`src/ewfs_pkg.sv`:
```
package ewfs_pkg;
   // ---------------------------------------------------------------
   // register byte addresses
   // ---------------------------------------------------------------
   localparam logic [15:0] EWFS_ADDR_LINE_CNT = 16'hA97C;
   localparam logic [15:0] EWFS_ADDR_R_SLOPE = 16'hAD68;
   localparam logic [15:0] EWFS_ADDR_R_ORIGIN = 16'hAD6C;
   localparam logic [15:0] EWFS_ADDR_L_SLOPE = 16'hAD70;
   localparam logic [15:0] EWFS_ADDR_L_ORIGIN = 16'hAD74;
   localparam logic [15:0] EWFS_ADDR_FIRST_Y = 16'hAD78;
   localparam logic [15:0] EWFS_ADDR_POLY_CNT = 16'hAD7C;
   localparam logic [15:0] EWFS_ADDR_STATUS = 16'hAD80;
   localparam logic [15:0] EWFS_ADDR_R_POS = 16'hAD84;
   localparam logic [15:0] EWFS_ADDR_L_POS = 16'hAD88;
   localparam logic [15:0] EWFS_ADDR_CUR_Y = 16'hAD8C;
   // ---------------------------------------------------------------
   // field positions and widths
   // ---------------------------------------------------------------
   localparam int EWFS_CNT_W = 11;
   localparam int EWFS_DIR_BIT = 31;
   localparam int EWFS_RELOAD_R_BIT = 28;
   localparam int EWFS_RELOAD_L_BIT = 29;
   localparam int EWFS_FRAC_W = 20;
   localparam logic [31:0] EWFS_LINE_CNT_MASK = 32'h800007FF;
   localparam logic [31:0] EWFS_POLY_CNT_MASK = 32'h300007FF;
   localparam logic [31:0] EWFS_CNT_MASK = 32'h000007FF;
   localparam logic [31:0] EWFS_RESET_WORD = 32'h00000000;
   localparam logic [1:0] EWFS_RESP_OKAY = 2'h0;
   localparam logic [1:0] EWFS_RESP_SLVERR = 2'h2;
   typedef enum logic [0:0] {
      EWFS_IDLE = 1'b0,
      EWFS_WALK = 1'b1
   } ewfs_state_e;
endpackage : ewfs_pkg

```
`src/ewfs_edge.sv`:
```
`timescale 1ns/1ns
// one polygon edge: reload on command, then add slope per scanline
module ewfs_edge
   import ewfs_pkg::*;
#(
   parameter int W = 32
) (
   // clock and reset
   input wire logic aclk,
   input wire logic aresetn,
   // control
   input wire logic reload,
   input wire logic step,
   input wire logic [W-1:0] slope,
   input wire logic [W-1:0] origin,
   // accumulated position, signed 11.20
   output logic signed [W-1:0] pos_q
);
   logic signed [W-1:0] pos_d;
   // reload wins over a step in the same cycle
   assign pos_d = reload ? $signed(origin) : (step ? pos_q + $signed(slope) : pos_q);
   // position register
   always_ff @(posedge aclk) begin
      if (!aresetn) begin
         pos_q <= '0;
      end else begin
         pos_q <= pos_d;
      end
   end
endmodule : ewfs_edge

```
`src/ewfs_axil.sv`:
```
`timescale 1ns/1ns
// axi4-lite slave front end: one write and one read at a time
module ewfs_axil
   import ewfs_pkg::*;
(
   // clock and reset
   input wire logic aclk,
   input wire logic aresetn,
   // write channels
   input wire logic [15:0] awaddr,
   input wire logic awvalid,
   output logic awready,
   input wire logic [31:0] wdata,
   input wire logic [3:0] wstrb,
   input wire logic wvalid,
   output logic wready,
   output logic [1:0] bresp,
   output logic bvalid,
   input wire logic bready,
   // read channels
   input wire logic [15:0] araddr,
   input wire logic arvalid,
   output logic arready,
   output logic [31:0] rdata,
   output logic [1:0] rresp,
   output logic rvalid,
   input wire logic rready,
   // register side
   output logic wr_en,
   output logic [15:0] wr_addr,
   output logic [31:0] wr_data,
   output logic [3:0] wr_strb,
   input wire logic wr_err,
   output logic [15:0] rd_addr,
   input wire logic [31:0] rd_data,
   input wire logic rd_err
);
   logic aw_have_q;
   logic w_have_q;
   logic [15:0] aw_q;
   logic [31:0] w_q;
   logic [3:0] s_q;
   wire aw_take = awvalid && awready;
   wire w_take = wvalid && wready;
   wire ar_take = arvalid && arready;
   // address and data held until both are in and the response has gone
   assign awready = !aw_have_q && !bvalid;
   assign wready = !w_have_q && !bvalid;
   assign wr_en = aw_have_q && w_have_q && !bvalid;
   assign wr_addr = aw_q;
   assign wr_data = w_q;
   assign wr_strb = s_q;
   assign arready = !rvalid;
   assign rd_addr = araddr;
   // write side
   always_ff @(posedge aclk) begin
      if (!aresetn) begin
         aw_have_q <= 1'b0;
         w_have_q <= 1'b0;
         aw_q <= '0;
         w_q <= '0;
         s_q <= '0;
         bvalid <= 1'b0;
         bresp <= EWFS_RESP_OKAY;
      end else begin
         if (aw_take) begin
            aw_have_q <= 1'b1;
            aw_q <= {awaddr[15:2], 2'b00};
         end
         if (w_take) begin
            w_have_q <= 1'b1;
            w_q <= wdata;
            s_q <= wstrb;
         end
         if (wr_en) begin
            aw_have_q <= 1'b0;
            w_have_q <= 1'b0;
            bvalid <= 1'b1;
            bresp <= wr_err ? EWFS_RESP_SLVERR : EWFS_RESP_OKAY;
         end else if (bvalid && bready) begin
            bvalid <= 1'b0;
         end
      end
   end
   // read side, data registered
   always_ff @(posedge aclk) begin
      if (!aresetn) begin
         rvalid <= 1'b0;
         rdata <= '0;
         rresp <= EWFS_RESP_OKAY;
      end else if (ar_take) begin
         rvalid <= 1'b1;
         rdata <= rd_err ? EWFS_RESET_WORD : rd_data;
         rresp <= rd_err ? EWFS_RESP_SLVERR : EWFS_RESP_OKAY;
      end else if (rvalid && rready) begin
         rvalid <= 1'b0;
      end
   end
endmodule : ewfs_axil

```
`src/ewfs_top.sv`:
```
// The AXI4-Lite register port was left to the implementer.
`timescale 1ns/1ns
// Behaviour
// - direction bit 0 right-left, 1 left-right
// - slopes and origins are signed 11.20
// - x-major many pixels, y-major one per scanline; no line walker here, only the direction bit is passed on
// - fill starts at first scanline, steps upward
// - reload right on bit 28, left on 29
// - setup registers need no initial value
// - lines always walk bottom to top; no line walker here, lines are not drawn
module ewfs_top
   import ewfs_pkg::*;
(
   // clock and reset
   input wire logic aclk,
   input wire logic aresetn,
   // axi4-lite write
   input wire logic [15:0] s_axi_awaddr,
   input wire logic s_axi_awvalid,
   output logic s_axi_awready,
   input wire logic [31:0] s_axi_wdata,
   input wire logic [3:0] s_axi_wstrb,
   input wire logic s_axi_wvalid,
   output logic s_axi_wready,
   output logic [1:0] s_axi_bresp,
   output logic s_axi_bvalid,
   input wire logic s_axi_bready,
   // axi4-lite read
   input wire logic [15:0] s_axi_araddr,
   input wire logic s_axi_arvalid,
   output logic s_axi_arready,
   output logic [31:0] s_axi_rdata,
   output logic [1:0] s_axi_rresp,
   output logic s_axi_rvalid,
   input wire logic s_axi_rready,
   // scanline walk to the pixel engine
   output logic span_valid,
   output logic [EWFS_CNT_W-1:0] span_y,
   output logic [31:0] span_left_x,
   output logic [31:0] span_right_x,
   output logic line_left_to_right,
   output logic fill_busy
);
   // ---------------------------------------------------------------
   // bus front end
   // ---------------------------------------------------------------
   // register-side strobes
   logic wr_en;
   logic [15:0] wr_addr;
   logic [31:0] wr_data;
   logic [3:0] wr_strb;
   logic wr_err;
   logic [15:0] rd_addr;
   logic [31:0] rd_data;
   logic rd_err;
   // a write lands one cycle after both halves are in
   ewfs_axil u_axil (
      .aclk(aclk),
      .aresetn(aresetn),
      .awaddr(s_axi_awaddr),
      .awvalid(s_axi_awvalid),
      .awready(s_axi_awready),
      .wdata(s_axi_wdata),
      .wstrb(s_axi_wstrb),
      .wvalid(s_axi_wvalid),
      .wready(s_axi_wready),
      .bresp(s_axi_bresp),
      .bvalid(s_axi_bvalid),
      .bready(s_axi_bready),
      .araddr(s_axi_araddr),
      .arvalid(s_axi_arvalid),
      .arready(s_axi_arready),
      .rdata(s_axi_rdata),
      .rresp(s_axi_rresp),
      .rvalid(s_axi_rvalid),
      .rready(s_axi_rready),
      .wr_en(wr_en),
      .wr_addr(wr_addr),
      .wr_data(wr_data),
      .wr_strb(wr_strb),
      .wr_err(wr_err),
      .rd_addr(rd_addr),
      .rd_data(rd_data),
      .rd_err(rd_err)
   );
   // ---------------------------------------------------------------
   // setup registers
   // ---------------------------------------------------------------
   // one word per setup register; the walk reads them
   // live, so do not rewrite a slope mid-walk
   logic [31:0] line_cnt_q;
   logic [31:0] r_slope_q;
   logic [31:0] r_origin_q;
   logic [31:0] l_slope_q;
   logic [31:0] l_origin_q;
   logic [31:0] first_y_q;
   logic [31:0] poly_cnt_q;
   logic [31:0] bytemask;
   // byte-lane merge with the write strobes
   assign bytemask = {{8{wr_strb[3]}}, {8{wr_strb[2]}}, {8{wr_strb[1]}}, {8{wr_strb[0]}}};
   // reserved bits are forced to zero by the keep mask
   function automatic logic [31:0] merge(input logic [31:0] old, input logic [31:0] nw,
                                         input logic [31:0] bm, input logic [31:0] keep);
      merge = ((old & ~bm) | (nw & bm)) & keep;
   endfunction : merge
   // ---------------------------------------------------------------
   // write decode
   // ---------------------------------------------------------------
   // one strobe per writable register
   wire hit_line = wr_en && (wr_addr == EWFS_ADDR_LINE_CNT);
   wire hit_rs = wr_en && (wr_addr == EWFS_ADDR_R_SLOPE);
   wire hit_ro = wr_en && (wr_addr == EWFS_ADDR_R_ORIGIN);
   wire hit_ls = wr_en && (wr_addr == EWFS_ADDR_L_SLOPE);
   wire hit_lo = wr_en && (wr_addr == EWFS_ADDR_L_ORIGIN);
   wire hit_fy = wr_en && (wr_addr == EWFS_ADDR_FIRST_Y);
   wire hit_pc = wr_en && (wr_addr == EWFS_ADDR_POLY_CNT);
   // read-only words: accepted with okay, dropped
   wire hit_ro_regs = (wr_addr == EWFS_ADDR_STATUS) || (wr_addr == EWFS_ADDR_R_POS) ||
                      (wr_addr == EWFS_ADDR_L_POS) || (wr_addr == EWFS_ADDR_CUR_Y);
   // unmapped writes answer with slave error
   assign wr_err = !(hit_line || hit_rs || hit_ro || hit_ls || hit_lo || hit_fy || hit_pc ||
                     hit_ro_regs);
   // register storage; cleared at reset for determinism only
   always_ff @(posedge aclk) begin
      if (!aresetn) begin
         line_cnt_q <= EWFS_RESET_WORD;
         r_slope_q <= EWFS_RESET_WORD;
         r_origin_q <= EWFS_RESET_WORD;
         l_slope_q <= EWFS_RESET_WORD;
         l_origin_q <= EWFS_RESET_WORD;
         first_y_q <= EWFS_RESET_WORD;
         poly_cnt_q <= EWFS_RESET_WORD;
      end else begin
         // a partial strobe merges into the old word
         if (hit_line) line_cnt_q <= merge(line_cnt_q, wr_data, bytemask, EWFS_LINE_CNT_MASK);
         if (hit_rs) r_slope_q <= merge(r_slope_q, wr_data, bytemask, '1);
         if (hit_ro) r_origin_q <= merge(r_origin_q, wr_data, bytemask, '1);
         if (hit_ls) l_slope_q <= merge(l_slope_q, wr_data, bytemask, '1);
         if (hit_lo) l_origin_q <= merge(l_origin_q, wr_data, bytemask, '1);
         if (hit_fy) first_y_q <= merge(first_y_q, wr_data, bytemask, EWFS_CNT_MASK);
         if (hit_pc) poly_cnt_q <= merge(poly_cnt_q, wr_data, bytemask, EWFS_POLY_CNT_MASK);
      end
   end
   // no line walker here; the bit is only passed on
   // direction flag reaches the pixel engine directly
   assign line_left_to_right = line_cnt_q[EWFS_DIR_BIT];
   // ---------------------------------------------------------------
   // fill walk
   // ---------------------------------------------------------------
   // a nonzero count written while idle starts a walk;
   // a write while busy only updates the register and
   // does not restart, so software polls status first
   // walk state, remaining count, current scanline
   ewfs_state_e state_q;
   ewfs_state_e state_d;
   logic [EWFS_CNT_W-1:0] remain_q;
   logic [EWFS_CNT_W-1:0] remain_d;
   logic [EWFS_CNT_W-1:0] y_q;
   logic [EWFS_CNT_W-1:0] y_d;
   logic started_q;
   logic [EWFS_CNT_W-1:0] new_cnt;
   // the count word as it stands after this write
   wire [31:0] pc_next = merge(poly_cnt_q, wr_data, bytemask, EWFS_POLY_CNT_MASK);
   assign new_cnt = pc_next[EWFS_CNT_W-1:0];
   // a zero count is refused: no walk
   wire start = hit_pc && (new_cnt != '0);
   wire reload_right_edge = start && pc_next[EWFS_RELOAD_R_BIT];
   wire reload_left_edge = start && pc_next[EWFS_RELOAD_L_BIT];
   // one scanline per clock while walking
   wire step = (state_q == EWFS_WALK);
   // last scanline of this update
   wire last = step && (remain_q == 11'h001);
   // next-state, count and scanline
   always_comb begin
      // hold unless a branch below moves it
      state_d = state_q;
      remain_d = remain_q;
      y_d = y_q;
      unique case (state_q)
         EWFS_IDLE: begin
            // only an idle engine accepts a start
            if (start) begin
               state_d = EWFS_WALK;
               remain_d = new_cnt;
               // first update of a polygon begins at the programmed scanline
               if (!started_q || (pc_next[EWFS_RELOAD_R_BIT] && pc_next[EWFS_RELOAD_L_BIT])) begin
                  y_d = first_y_q[EWFS_CNT_W-1:0];
               end
            end
         end
         EWFS_WALK: begin
            // a larger y is further down, so up is minus one
            remain_d = remain_q - 11'h001;
            y_d = y_q - 11'h001;
            if (last) state_d = EWFS_IDLE;
         end
      endcase
   end
   // all walk state moves together on one edge
   // walk state registers
   always_ff @(posedge aclk) begin
      if (!aresetn) begin
         state_q <= EWFS_IDLE;
         remain_q <= '0;
         y_q <= '0;
         started_q <= 1'b0;
      end else begin
         state_q <= state_d;
         remain_q <= remain_d;
         y_q <= y_d;
         // later updates continue from the current y
         if (start) started_q <= 1'b1;
      end
   end
   // two edges, each reloads only when its bit is set
   // reloads are gated by idle so a write during
   // a walk cannot jerk an edge mid-polygon
   // positions are signed 11.20, as programmed
   logic signed [31:0] r_pos;
   logic signed [31:0] l_pos;
   ewfs_edge u_right (
      .aclk(aclk),
      .aresetn(aresetn),
      .reload(reload_right_edge && (state_q == EWFS_IDLE)),
      .step(step),
      .slope(r_slope_q),
      .origin(r_origin_q),
      .pos_q(r_pos)
   );
   ewfs_edge u_left (
      .aclk(aclk),
      .aresetn(aresetn),
      .reload(reload_left_edge && (state_q == EWFS_IDLE)),
      .step(step),
      .slope(l_slope_q),
      .origin(l_origin_q),
      .pos_q(l_pos)
   );
   // ---------------------------------------------------------------
   // span output
   // ---------------------------------------------------------------
   // a span trails its step by one cycle and
   // holds the positions from before the step
   // span output registered, one per scanline
   always_ff @(posedge aclk) begin
      if (!aresetn) begin
         span_valid <= 1'b0;
         span_y <= '0;
         span_left_x <= '0;
         span_right_x <= '0;
      end else begin
         span_valid <= step;
         span_y <= y_q;
         span_left_x <= l_pos;
         span_right_x <= r_pos;
      end
   end
   // busy is a decode of the state register
   assign fill_busy = step;
   // ---------------------------------------------------------------
   // read mux
   // ---------------------------------------------------------------
   // read address decode, one wire per register
   wire rd_line = (rd_addr == EWFS_ADDR_LINE_CNT);
   wire rd_rs = (rd_addr == EWFS_ADDR_R_SLOPE);
   wire rd_ro = (rd_addr == EWFS_ADDR_R_ORIGIN);
   wire rd_ls = (rd_addr == EWFS_ADDR_L_SLOPE);
   wire rd_lo = (rd_addr == EWFS_ADDR_L_ORIGIN);
   wire rd_fy = (rd_addr == EWFS_ADDR_FIRST_Y);
   wire rd_pc = (rd_addr == EWFS_ADDR_POLY_CNT);
   wire rd_st = (rd_addr == EWFS_ADDR_STATUS);
   wire rd_rp = (rd_addr == EWFS_ADDR_R_POS);
   wire rd_lp = (rd_addr == EWFS_ADDR_L_POS);
   wire rd_cy = (rd_addr == EWFS_ADDR_CUR_Y);
   // live walk state, read only; bit 0 is busy
   wire [31:0] status_word = {31'h00000000, step};
   wire [31:0] cur_y_word = {21'h000000, y_q};
   // read data select; unmapped reads return zero with an error
   assign rd_data = rd_line ? line_cnt_q :
                    rd_rs ? r_slope_q :
                    rd_ro ? r_origin_q :
                    rd_ls ? l_slope_q :
                    rd_lo ? l_origin_q :
                    rd_fy ? first_y_q :
                    rd_pc ? poly_cnt_q :
                    rd_st ? status_word :
                    rd_rp ? r_pos :
                    rd_lp ? l_pos :
                    rd_cy ? cur_y_word : EWFS_RESET_WORD;
   assign rd_err = !(rd_line || rd_rs || rd_ro || rd_ls || rd_lo || rd_fy || rd_pc ||
                     rd_st || rd_rp || rd_lp || rd_cy);
endmodule : ewfs_top

```
`config.mk`:
```
export PLATFORM = sky130hd
export DESIGN_NAME = ewfs_top
export DESIGN_NICKNAME = d
export VERILOG_FILES = /design/src/ewfs_pkg.sv /design/src/ewfs_edge.sv /design/src/ewfs_axil.sv /design/src/ewfs_top.sv
export SDC_FILE = /design/constraint.sdc
export NUM_CORES = 1
export LEC_CHECK = 0
export BUFFER_PORTS_ARGS = -buffer_cell sky130_fd_sc_hd__buf_2
export CORE_MARGIN = 4
export CORE_UTILIZATION = 54
export DETAILED_ROUTE_END_ITERATION = 7
export GPL_ROUTABILITY_DRIVEN = 0
export PLACE_DENSITY_LB_ADDON = 0.25
export SLEW_MARGIN = 0
export SYNTH_ARGS = -nofsm -noshare
export SYNTH_HDL_FRONTEND = slang
export SYNTH_SLANG_ARGS = --single-unit
```
`constraint.sdc`:
```
create_clock -name aclk -period 3.3 [get_ports aclk]
set_clock_uncertainty 0.05 [all_clocks]
set_input_delay 0.66 -clock aclk [delete_from_list [all_inputs] [get_ports aclk]]
set_output_delay 0.66 -clock aclk [all_outputs]
set_load 0.03 [all_outputs]
```
==> flow_summary.toml <==
[run]
maxCapViolations = 0

[floorplanning]
fp.coreArea_mm2 = 0.0377
die_width_um = 203
dieArea_mm2 = 0.0414
start_util_pct = 54.8
io_pins = 194
fp.dieH_um = 203
rows = 71

[timing]
fin_crit_sh_pct = 97.3
period_needed_ns = 3.21
final-max-slew-violation-count = 0
hold_slack_ns = 0.272
rsz0062_at_grt = "yes"
fmax_mhz = 311
tightest_slew_ns = 0.804
finalHoldViolations = 0
setup_violations = 0
slew_headroom_pct = 46.3

[place]
dpl_cell_area_mm2 = 0.0227
port_buffers = 189
hpwlAfterDp_um = 47000
placed_cells = 3131

[pwr]
leakagePower_nw = 10.2
vdd_drop_max_mv = 0.349
pwr_density_cell_mw_per_mm2 = 435

[clock_network]
cts_setup_buffers = 0
clock-sinks = 416
htreeDepth = 2
cts_made_buffers = 45
cts_buffer_depth = 3
insertion_delay_ns = 0.59
clk_pin_slew_ns = 0.06
cts_root_buffer = "clkbuf_16"
hold_buffers = 0
tritoncts = "built"

[critical_path]
r2r_slack_ns = 0.13
critPathCaptureType = "flip-flop"
path_common_cell = "buf_4"
max_stage_delay_ns = 0.63
worstPathArrival_ns = 3.66
worstPathCellList = "buf_2 > nand4bb_1 > or4_4 > or2_4 > nor3b_4 > and2_1 > buf_4 > a221oi_1 > a2111oi_0 > buf_4 > a21oi_1 > nor2b_1"
start_kind = "input pin"
crit_type = "in2reg"
crit_fanout = 16
worstPathRequired_ns = 3.75
critPathSlowestCell = "a2111oi_0"

[layout]
post_route_cells_drive_above_1_share_pct = 16.9
diodes = 0
final_cell_area_mm2 = 0.0242
instances_no_fill = 3213
fillers = 3195
final_nets = 2809
areaGrowthSynthToFinish_pct = 17.5

[route]
route.detailed.drc = 0
drtIter0Drc = 2039
dr.pass1.iters = 5
wl_per_cell_um = 20.3
viasPerCell = 6.07
drtAntennaViolNets = 0
wl_um = 65200
vias = 19500

[global_routing]
antenna_found_initial = 3
grt_overflow = 0
grt_pass1_vias = 18800
grt_pass1_wl_um = 102000
grt_usage_pct = 30.6
grt_max_degree = 101

[synth]
yosysWarnings = 0
synthCells = 2469
seq_area_frac_synth_pct = 40.4
synth-edff-count = 0
syn_avg_cell_area_um2 = 8.36
ys_ff_latch = 416
async_flop_share_pct = 0
synthFlopType = "dfxtp_1"
yosysUniqueCellTypes = 87
syn-cell-area_mm2 = 0.0206

[hold_path]
min_path_type = "in2reg"

[run_status]
status = "complete, no violations"
-- cell families (layout without fill, tap and decap cells) --
logic type      count (synthesis)  in the layout  synth area share (%)
fa+ha+maj                      67             67                  4.14
compound gates                713            713                  24.3
other cells                     1              2                0.0182
simple gates                  955            955                  21.7
buf+inv                       205            437                  4.15
xor+xnor                       48             48                  2.04
mux                            64             64                  3.23
flops                         416            416                  40.4
-- worst max-delay path: cells and delay by family --
family | cells | cell delay [ns]
buffers and inverters | 3 | 0.61
AND/OR/NAND/NOR | 6 | 1.57
AO/OA/AOI/OAI | 3 | 0.80
-- layout make-up --
type,instances,area (µm²),share of cell area (%)
Clock buffer,65,1320,5.45
Clock inverter,17,124,0.511
Inverter,35,131,0.542
Multi-Input combinational cell,1849,11500,47.6
Sequential cell,416,8330,34.4
Tap cell,511,639,2.64
Timing Repair Buffer,320,2150,8.87
-- synth_stat cells (all sizes together) (17+ instances only) --
master,n,share of area [%]
a21oi,129,3.1
mux2i,44,2.1
nor2,122,2.3
nand3,101,2.5
nor3,17,0.47
xnor2,30,1.3
nor2b,53,1.6
a2111oi,18,0.76
nand2,463,8.4
a221oi,33,1.7
a21o,33,1.2
ha,65,3.9
and3,18,0.55
o22ai,31,0.94
inv,35,0.64
mux2,20,1.1
a21boi,198,7.2
o211a,28,1.4
a22oi,33,1.2
o21ai,95,2.3
and2,105,3.2
buf,29,0.95
clkbuf,141,2.6
dfxtp,416,40
xor2,18,0.76
-- metrics by stage --
stage	power (W)	TNS, ns	setup slack [ns]	util [%]
2_1_floorplan	0.00549	0	0.228	-
3_3_place_gp	0.00568	-2.47	-0.327	60.3
3_5_place_dp	0.00569	-3.60	-0.388	60.3
4_1_cts	0.0106	0	0.000539	64.2
5_1_grt	0.0109	-0.0308	-0.0308	64.4
6_report	0.0106	0	0.0876	64.4
-- what timing repair did --
item,in CTS,in global routing
resized for setup,2,10
setup endpoints to repair,2,14
endpoints found under the hold margin,0,0
pin swaps,0,2
-- routing by layer --
layer,wire length [µm],vias up,GRT usage [%]
met5,13,-,0
li1,-,9122,-
met3,7090,194,7.70
met1,27000,9180,41.5
met4,2460,2,11.2
met2,28700,1005,47.5
-- layout by cell type (no fill, tap or decap), types with 13 or more instances in the layout --
master,count
dfxtp_1,415
o22ai_1,31
buf_2,188
nand3_1,100
buf_12,17
nand2_1,462
and3_1,18
nor2_1,117
a31oi_1,15
nor3_1,15
o21ai_1,29
xnor2_1,30
nor2b_1,50
a2111oi_0,18
a22oi_1,33
and2_1,105
mux2_2,16
ha_1,65
xor2_1,18
mux2i_1,44
buf_4,114
a21boi_0,197
o21ai_0,66
o211a_1,28
nand2b_1,15
clkbuf_8,13
a21oi_1,127
a221oi_1,22
clkbuf_16,45
a21o_1,33
inv_1,35
-- power breakdown --
group | internal [W] | switching (W) | total, W
sequential | 0.00507 | 0.0000776 | 0.00515
combinational | 0.000153 | 0.000285 | 0.000438
clock | 0.00286 | 0.00211 | 0.00497
total | 0.00809 | 0.00247 | 0.0106
-- path summary, 6_finish.rpt --
kind / start / to / depth (start not counted)
hold / removal: s_axi_wdata[17] / u_axil.wr_data[17] / 3
setup / recovery: s_axi_araddr[14] / u_axil.rdata[27] / 12
setup reg to reg: u_left.pos_q[0] / u_left.pos_q[28] / 13
hold reg to reg: u_axil.wr_addr[11] / u_axil.wr_addr[11] / 2
Note: power is estimated with default switching activity, not from simulation.
